===== config.mk =====
export PLATFORM = sky130hd
export DESIGN_NAME = tic_top
export DESIGN_NICKNAME = d
export VERILOG_FILES = /design/src/design/tic_pkg.sv /design/src/design/tic_chan_if.sv /design/src/design/tic_chan.sv /design/src/design/tic_top.sv
export VERILOG_INCLUDE_DIRS = /design/src /design/src/design
export SDC_FILE = /design/constraint.sdc
export NUM_CORES = 1
export LEC_CHECK = 0
export ABC_CLOCK_PERIOD_IN_PS = 3500
export BUFFER_PORTS_ARGS = -buffer_cell sky130_fd_sc_hd__buf_4
export CAP_MARGIN = 20
export CELL_PAD_IN_SITES_DETAIL_PLACEMENT = 0
export CELL_PAD_IN_SITES_GLOBAL_PLACEMENT = 1
export CORE_UTILIZATION = 36
export CTS_CLUSTER_DIAMETER = 60
export DETAILED_ROUTE_END_ITERATION = 7
export PLACE_DENSITY_LB_ADDON = 0.12
export SYNTH_ARGS = -nofsm -noshare
export SYNTH_HDL_FRONTEND = slang
export SYNTH_SLANG_ARGS = --single-unit

===== constraint.sdc =====
create_clock -name clk_i -period 3.5 [get_ports clk_i]
set_clock_uncertainty 0.15 [all_clocks]
set_input_delay 0.525 -clock clk_i [delete_from_list [all_inputs] [get_ports clk_i]]
set_output_delay 0.525 -clock clk_i [all_outputs]
set_load 0.005 [all_outputs]

===== src/design/tic_map.svh =====
// register offsets, field positions and reset values for the timer irq clear block
`ifndef TIC_MAP_SVH
`define TIC_MAP_SVH
// printed offsets are byte positions of 8-bit registers, not all multiples of four,
// so each is kept as an index and the bus address is four times the index
`define TIC_T0_CLR_LO_IDX 16'hF418
`define TIC_T0_CLR_HI_IDX 16'hF419
`define TIC_T1_CLR_LO_IDX 16'hF438
`define TIC_T1_CLR_HI_IDX 16'hF439
`define TIC_UPDATE_IDX 16'hF43A
`define TIC_T0_STATUS_IDX 16'hF416
`define TIC_T1_STATUS_IDX 16'hF436
`define TIC_IRQ_MASK_IDX 16'hF43B
`define TIC_ADDR_W 18
// field positions
`define TIC_FLAG_W 6
`define TIC_RERQ_BIT 7
`define TIC_NUM_CH 2
`define TIC_STATUS_RST 6'h00
`define TIC_MASK_RST 2'h0
`define TIC_RESP_OKAY 2'h0
`define TIC_RESP_SLVERR 2'h2
`endif


===== src/design/tic_pkg.sv =====
// types shared by the timer irq clear block
package tic_pkg;
  typedef logic [5:0] tic_flags_t;
  typedef enum logic [1:0] {
    TIC_IDLE,
    TIC_WRESP,
    TIC_RRESP
  } tic_bus_state_t;
endpackage


===== src/design/tic_chan_if.sv =====
// per-channel link between register slave and flag keeper
`timescale 1ns/10ps
interface tic_chan_if;
  logic [5:0] set_ev;
  logic [5:0] clr;
  logic rerq;
  logic [5:0] status;
  logic irq_pulse;
  modport keeper (input set_ev, input clr, input rerq, output status, output irq_pulse);
  modport ctrl (output set_ev, output clr, output rerq, input status, input irq_pulse);
endinterface


===== src/design/tic_chan.sv =====
// one timer channel's interrupt status flags and request generator
`timescale 1ns/10ps
`include "tic_map.svh"
module tic_chan (
  input wire logic clk_i,
  input wire logic sys_rst_i,
  tic_chan_if.keeper ch
);
  typedef struct packed {
    logic [5:0] status;
    logic irq;
  } tic_chan_state_t;
  tic_chan_state_t state_reg;
  tic_chan_state_t state_next;

  // flag update and request generation
  always_comb begin
    logic [5:0] fresh;
    fresh = ch.set_ev & ~state_reg.status;
    state_next = state_reg;
    // set beats clear so a same-cycle event survives
    state_next.status = (state_reg.status & ~ch.clr) | ch.set_ev;
    state_next.irq = 1'b0;
    // only a new event into an all-clear status raises a fresh request
    if (state_reg.status == `TIC_STATUS_RST && fresh != 6'h00) begin
      state_next.irq = 1'b1;
    end
    // re-request while sources remain unhandled after clearing
    if (ch.rerq && state_next.status != `TIC_STATUS_RST) begin
      state_next.irq = 1'b1;
    end
  end

  always_ff @(posedge clk_i or posedge sys_rst_i) begin
    if (sys_rst_i) begin
      state_reg <= '0;
    end else begin
      state_reg <= state_next;
    end
  end

  assign ch.status = state_reg.status;
  assign ch.irq_pulse = state_reg.irq;
endmodule


===== src/design/tic_top.sv =====
// timer interrupt clear and update register block with axi4-lite slave
//
// Summary of operation
// - writing one to clear bits 5..0 clears matching status flag; zero does nothing
// - reading a clear register always returns zero
// - bit5 emergency, 4 trigger start, 3 trigger stop, 2 event B, 1 A, 0 cyclic
// - writing one to bit 15 re-raises request if any flag still set
// - update register bit n belongs to channel n
// - update bits of missing channels ignore writes and read zero
// - writing one to update bit loads buffered period, events, dead time to active
// - no fresh request while any status flag of that channel stays set
//
// Chosen here: the AXI4-Lite slave port.
`timescale 1ns/10ps
`include "tic_map.svh"
module tic_top (
  input wire logic clk_i,
  input wire logic sys_rst_i,
  // axi4-lite slave
  input wire logic [`TIC_ADDR_W-1:0] s_axi_awaddr,
  input wire logic s_axi_awvalid,
  output logic s_axi_awready,
  input wire logic [31:0] s_axi_wdata,
  input wire logic [3:0] s_axi_wstrb,
  input wire logic s_axi_wvalid,
  output logic s_axi_wready,
  output logic [1:0] s_axi_bresp,
  output logic s_axi_bvalid,
  input wire logic s_axi_bready,
  input wire logic [`TIC_ADDR_W-1:0] s_axi_araddr,
  input wire logic s_axi_arvalid,
  output logic s_axi_arready,
  output logic [31:0] s_axi_rdata,
  output logic [1:0] s_axi_rresp,
  output logic s_axi_rvalid,
  input wire logic s_axi_rready,
  // interrupt events from the timer core, one bit per flag
  input wire logic [5:0] ch0_event_i,
  input wire logic [5:0] ch1_event_i,
  // per-channel requests to the interrupt controller
  output logic [1:0] chan_irq_req_o,
  // one-cycle buffer-to-active load strobes
  output logic [1:0] chan_update_o,
  // level interrupt of unmasked status
  output logic irq_o
);
  typedef struct packed {
    tic_pkg::tic_bus_state_t wst;
    tic_pkg::tic_bus_state_t rst;
    logic aw_got;
    logic w_got;
    logic [`TIC_ADDR_W-1:0] awaddr;
    logic [31:0] wdata;
    logic [3:0] wstrb;
    logic [1:0] bresp;
    logic [31:0] rdata;
    logic [1:0] rresp;
    logic [1:0] mask;
    logic [1:0] update;
    logic [1:0] irq_req;
  } tic_top_state_t;
  tic_top_state_t state_reg;
  tic_top_state_t state_next;

  tic_chan_if ch0_if();
  tic_chan_if ch1_if();

  // word index from a byte address
  function automatic logic [15:0] tic_idx(input logic [`TIC_ADDR_W-1:0] a);
    tic_idx = a[`TIC_ADDR_W-1:2];
  endfunction

  // decode which index is mapped
  function automatic logic tic_mapped(input logic [15:0] i);
    tic_mapped = (i == `TIC_T0_CLR_LO_IDX) || (i == `TIC_T0_CLR_HI_IDX) ||
                 (i == `TIC_T1_CLR_LO_IDX) || (i == `TIC_T1_CLR_HI_IDX) ||
                 (i == `TIC_UPDATE_IDX) || (i == `TIC_T0_STATUS_IDX) ||
                 (i == `TIC_T1_STATUS_IDX) || (i == `TIC_IRQ_MASK_IDX);
  endfunction

  logic wr_fire;
  logic [15:0] wr_idx;
  logic [7:0] wr_byte;
  logic [1:0] sticky;

  assign wr_fire = state_reg.wst == tic_pkg::TIC_IDLE && state_reg.aw_got && state_reg.w_got;
  assign wr_idx = tic_idx(state_reg.awaddr);
  // 8-bit registers live in byte lane 0
  assign wr_byte = state_reg.wstrb[0] ? state_reg.wdata[7:0] : 8'h00;
  assign sticky = {ch1_if.status != 6'h00, ch0_if.status != 6'h00};

  // clear strobes and re-request toward the channel keepers
  always_comb begin
    ch0_if.set_ev = ch0_event_i;
    ch1_if.set_ev = ch1_event_i;
    ch0_if.clr = 6'h00;
    ch1_if.clr = 6'h00;
    ch0_if.rerq = 1'b0;
    ch1_if.rerq = 1'b0;
    if (wr_fire) begin
      // only ones act, zeros leave flags alone; bits 7..6 ignored
      if (wr_idx == `TIC_T0_CLR_LO_IDX) begin
        ch0_if.clr = wr_byte[5:0];
      end
      if (wr_idx == `TIC_T1_CLR_LO_IDX) begin
        ch1_if.clr = wr_byte[5:0];
      end
      // re-request is bit 15 of the word, bit 7 of the high byte
      if (wr_idx == `TIC_T0_CLR_HI_IDX) begin
        ch0_if.rerq = wr_byte[`TIC_RERQ_BIT];
      end
      if (wr_idx == `TIC_T1_CLR_HI_IDX) begin
        ch1_if.rerq = wr_byte[`TIC_RERQ_BIT];
      end
    end
  end

  tic_chan u_ch0 (
    .clk_i(clk_i),
    .sys_rst_i(sys_rst_i),
    .ch(ch0_if.keeper)
  );

  tic_chan u_ch1 (
    .clk_i(clk_i),
    .sys_rst_i(sys_rst_i),
    .ch(ch1_if.keeper)
  );

  // bus sequencing, register writes and read data
  always_comb begin
    logic [15:0] ridx;
    ridx = tic_idx(s_axi_araddr);
    state_next = state_reg;
    state_next.update = 2'h0;
    state_next.irq_req = {ch1_if.irq_pulse, ch0_if.irq_pulse};
    // write address and data taken in either order
    if (s_axi_awvalid && !state_reg.aw_got && state_reg.wst == tic_pkg::TIC_IDLE) begin
      state_next.aw_got = 1'b1;
      state_next.awaddr = s_axi_awaddr;
    end
    if (s_axi_wvalid && !state_reg.w_got && state_reg.wst == tic_pkg::TIC_IDLE) begin
      state_next.w_got = 1'b1;
      state_next.wdata = s_axi_wdata;
      state_next.wstrb = s_axi_wstrb;
    end
    if (wr_fire) begin
      state_next.aw_got = 1'b0;
      state_next.w_got = 1'b0;
      state_next.wst = tic_pkg::TIC_WRESP;
      state_next.bresp = tic_mapped(wr_idx) ? `TIC_RESP_OKAY : `TIC_RESP_SLVERR;
      if (wr_idx == `TIC_UPDATE_IDX) begin
        // only implemented channel bits survive, upper bits dropped
        state_next.update = wr_byte[`TIC_NUM_CH-1:0];
      end
      if (wr_idx == `TIC_IRQ_MASK_IDX) begin
        state_next.mask = wr_byte[1:0];
      end
    end
    if (state_reg.wst == tic_pkg::TIC_WRESP && s_axi_bready) begin
      state_next.wst = tic_pkg::TIC_IDLE;
    end
    // read channel: one cycle to answer
    if (state_reg.rst == tic_pkg::TIC_IDLE && s_axi_arvalid) begin
      state_next.rst = tic_pkg::TIC_RRESP;
      state_next.rresp = tic_mapped(ridx) ? `TIC_RESP_OKAY : `TIC_RESP_SLVERR;
      state_next.rdata = 32'h0000_0000;
      // clear and update registers are write only, read back zero
      if (ridx == `TIC_T0_STATUS_IDX) begin
        state_next.rdata = {26'h0, ch0_if.status};
      end else if (ridx == `TIC_T1_STATUS_IDX) begin
        state_next.rdata = {26'h0, ch1_if.status};
      end else if (ridx == `TIC_IRQ_MASK_IDX) begin
        state_next.rdata = {30'h0, state_reg.mask};
      end
    end
    if (state_reg.rst == tic_pkg::TIC_RRESP && s_axi_rready) begin
      state_next.rst = tic_pkg::TIC_IDLE;
    end
  end

  always_ff @(posedge clk_i or posedge sys_rst_i) begin
    if (sys_rst_i) begin
      state_reg <= '0;
    end else begin
      state_reg <= state_next;
    end
  end

  assign s_axi_awready = state_reg.wst == tic_pkg::TIC_IDLE && !state_reg.aw_got;
  assign s_axi_wready = state_reg.wst == tic_pkg::TIC_IDLE && !state_reg.w_got;
  assign s_axi_bvalid = state_reg.wst == tic_pkg::TIC_WRESP;
  assign s_axi_bresp = state_reg.bresp;
  assign s_axi_arready = state_reg.rst == tic_pkg::TIC_IDLE;
  assign s_axi_rvalid = state_reg.rst == tic_pkg::TIC_RRESP;
  assign s_axi_rdata = state_reg.rdata;
  assign s_axi_rresp = state_reg.rresp;
  assign chan_irq_req_o = state_reg.irq_req;
  assign chan_update_o = state_reg.update;
  // level interrupt while any unmasked channel has a flag set
  assign irq_o = |(sticky & state_reg.mask);
endmodule


Word-level counts from Yosys, hierarchy flattened
Cells that the tools add are included.
{"block": "word_totals", "word_cells": 120, "regBits": 89, "inputBits": 91, "output_inout_bits": 46}
{"block": "classes", "mux": 27, "n_reduce_logical": 47, "bitwise_logic": 11, "n_eq_ne": 18}
{"op": "16-bit equality test, second input constant", "count": 16}
{"op": "6-bit two-way mux", "count": 6}
{"op": "6-bit nonzero test", "count": 6}
{"op": "6-bit bitwise AND", "count": 4}
{"op": "6-bit inverter", "count": 4}
{"op": "2-bit two-way mux", "count": 10}
{"op": "1-bit logical AND", "count": 15}
{"op": "1-bit logical OR", "count": 14}
{"op": "6-bit zero test", "count": 2}
{"op": "6-bit OR", "count": 2}
{"op": "1-bit two-way mux", "count": 10}
{"op": "8-bit two-way mux", "count": 1}
{"op": "2-bit nonzero test", "count": 4}
{"op": "2-bit zero test", "count": 2}
{"op": "2-bit bitwise AND", "count": 1}
{"op": "2-bit by 1-bit equality test with 1-bit output, second input constant", "count": 1}
{"op": "2-bit equality test, second input constant", "count": 1}
{"op": "1-bit zero test", "count": 2}
{"op": "2-bit AND reduction", "count": 1}
{"op": "2-bit OR reduction", "count": 1}

Depth between registers and ports, before layout
{"block": "logic_depth", "word_depth": 10, "depth_mapped": 6}

Hierarchy
From an unflattened synthesis, not the netlist that was laid out.
{"block": "unflattened", "hier_cells": 279, "area_unflattened_um2": 2941.6}
{"module": "tic_top", "area_each_um2": 2328.5, "cells_each": 223, "n_inst": 1, "seq_area_each_um2": 1051.0}
{"module": "tic_chan", "area_each_um2": 306.5, "cells_each": 28, "n_inst": 2, "seq_area_each_um2": 175.2}

Worst setup path before layout
OpenSTA, ideal clock, no wires.
{"block": "synth_path", "path_type": "register to register", "from": "register state_reg[88] (netlist name)", "to": "register u_ch1.state_reg (netlist bit u_ch1.ch.irq_pulse)", "stages_incl_launch_ff": 7, "t_arrival_ps": 1975, "t_required_ps": 3206, "setup_slack_ps": 1231, "synth_period_minus_slack_ps": 2269, "cell_sequence": "dfrtp_1 -> or4b_4 -> or4_4 -> buf_6 -> o21ai_2 -> and4_1 -> a41oi_1"}
{"element": "start, declared", "line_no": "tic_top.sv:62", "source": "tic_top_state_t state_reg;"}
{"element": "start signal, assigned", "line_no": "tic_top.sv:186", "source": "state_reg <= state_next;"}
{"element": "end signal, assigned", "line_no": "tic_chan.sv:38", "source": "state_reg <= state_next;"}
{"element": "end, declared", "line_no": "tic_chan.sv:13", "source": "tic_chan_state_t state_reg;"}

==> impl_metrics.yaml <==
layout:
  utilization: 0.455
  drive_gt1_frac: 0.288
  diodes: 0
  layout_common_cells: "77 x buf_4, 56 x dfrtp_1, 28 x conb_1, 20 x mux2_1, 17 x nand2_1"
  nNetsFinal: 417
  largest_reg_flops: 30
  layout_commonest_cell: "buf_4"
  area_growth_syn_to_layout_pct: 19.9
place:
  port_buffers: 76
  dpl.hpwl_um: 4660
  place.gp.congestion: 0.739
logic_synthesis:
  synthArstFlopShare: 1.00
  synth_seq_cells: 56
  synthesis.area_um2: 2800
  yosys_most_used_dff: "dfrtp_1"
  synth_cells: 260
  synth_edf_count: 0
  yosysSeqAreaShare: 0.501
  syn_area_per_cell_um2: 10.8
  synth_cell_types: 38
  yosys_warnings: 0
route:
  drt-total-wl_um: 5710
  num_vias: 2015
  routedWlPerCell_um: 13.4
  ant_nets: 0
  detail_route.vias_per_cell: 4.74
  dr.pass1.iters: 4
  drc_errors: 0
  drtIter0Drc: 46
cts:
  clock_tree.root_cell: "clkbuf_8"
  cts_made_buffers: 5
  htreeDepth: 2
  clockBufferDepth: 2
  clk_latency_ns: 0.31
  cts_setup_buffers: 0
  cts_tree: "built"
  cts_hold_buf: 0
  clock-sinks: 56
  postCtsResizedCells: 0
  clk_pin_slew_worst_paths_ns: 0.10
timing:
  hold_slack_ns: 0.103
  slew_headroom: 0.402
  finalHoldViolations: 0
  max_freq_mhz: 408
  setup_violations: 0
  slew_viol_final: 0
  period_share: 0.699
  worst_pin_slew_ns: 0.894
  rsz0062_at_grt: "no"
  min_period_ns: 2.45
  setup_tns_ns: 0
grt:
  track_usage: 0.149
  grt_pass1_wl_um: 9710
  grt_pass1_vias: 2013
  grt_antenna_before_repair: 0
  grt_max_degree: 32
  gr-total-overflow: 0
power_and_ir_drop:
  power_density_nw_per_um2: 514
  p_leak_nw: 1.53
  max-vdd-ir-drop_uv: 271
die:
  die_h_um: 90.2
  pin_count: 137
  core_region_area_um2: 7370
  initial_core_util: 0.380
  die_width_um: 90.2
  dieArea_um2: 8130
  num_rows: 31
outcome:
  outcome: "finished, final reports clean"
critical_path:
  cp-end-kind: "flip-flop"
  crit_fanout: 4
  critical_path_class: "flip-flop to flip-flop"
  setup.worst_path.start_class: "flip-flop"
  crit_required_ns: 3.51
  worstPathArrival_ns: 2.46
worst_hold_path:
  hold_class: "input pin to asynchronous set/reset pin"
run:
  cap_violations: 0
==> worst max-delay path: stages, from the launching register on <==
cell     delay, ns
dfrtp_1       0.38
or4b_4        0.56
nor4_2        0.48
nand4_1       0.24
o21ai_0       0.30
a41oi_1       0.19
==> routing by layer <==
metal	wire length [um]	share of wire	up-vias	global-route usage
met1	2500	0.44	972	0.185
met4	65	0.011	0	0.0403
met5	0	0	-	0
met2	2910	0.51	56	0.261
met3	247	0.043	6	0.0338
li1	-	-	981	-
==> metrics by stage <==
stage          area [um2]  total power [mW]  setup slack [ns]  std cells
2_1_floorplan        2900              1.25              1.23        287
3_3_place_gp         3270              1.40              1.08        418
3_5_place_dp         3270              1.41              1.08        418
4_1_cts              3360              1.76              1.06        425
5_1_grt              3360              1.85             0.866        425
6_report             3360              1.73              1.05        425
==> synthesized netlist by cell type, types with 6 or more instances <==
library cell | instances | area share
dfrtp_1 | 56 | 0.50
buf_4 | 40 | 0.11
mux2_1 | 20 | 0.081
nand2_1 | 17 | 0.023
nand2b_1 | 13 | 0.029
nor2_1 | 12 | 0.016
o21ai_0 | 10 | 0.018
o21ai_1 | 9 | 0.016
inv_1 | 8 | 0.011
nand3_1 | 6 | 0.011
nand4_1 | 6 | 0.013
o21ai_2 | 6 | 0.019
==> cell type report <==
type / instances / area (um2)
Sequential cell: 56 / 1400
Clock buffer: 5 / 68.8
Tap cell: 99 / 124
Timing Repair Buffer: 77 / 578
Inverter: 8 / 30.0
Clock inverter: 2 / 12.5
Multi-Input combinational cell: 178 / 1140
Fill cell: 757 / 4010
==> power by group <==
group	total, mW	internal [mW]	switching (mW)
Combinational	0.445	0.231	0.215
Sequential	0.942	0.810	0.132
Clock	0.340	0.136	0.204
Total	1.73	1.18	0.550
==> worst paths after layout <==
check	from	endpoint	slack [ns]	cells after the start
min in group clk_i	u_ch1.ch.irq_pulse	chan_irq_req_o[1]	0.21	0
min	sys_rst_i	chan_update_o[0]	0.10	2
max in group asynchronous	sys_rst_i	state_reg[48]	2.30	3
max reg2reg	state_reg[88]	u_ch1.ch.irq_pulse	1.05	5
max	state_reg[88]	u_ch1.ch.irq_pulse	1.05	5
min reg2reg	u_ch1.ch.irq_pulse	chan_irq_req_o[1]	0.21	0
==> cells by family (layout without fill, tap and decap cells) <==
| kind of cell | after synthesis | count (layout) | synth area share |
|---|---|---|---|
| buf+inv | 53 | 92 | 0.127 |
| other cells | 1 | 28 | 0.00134 |
| compound gates | 42 | 42 | 0.102 |
| flops | 56 | 56 | 0.501 |
| simple gates | 84 | 84 | 0.173 |
| mux | 24 | 24 | 0.0948 |
No activity file was read; power rests on OpenSTA's default activity.
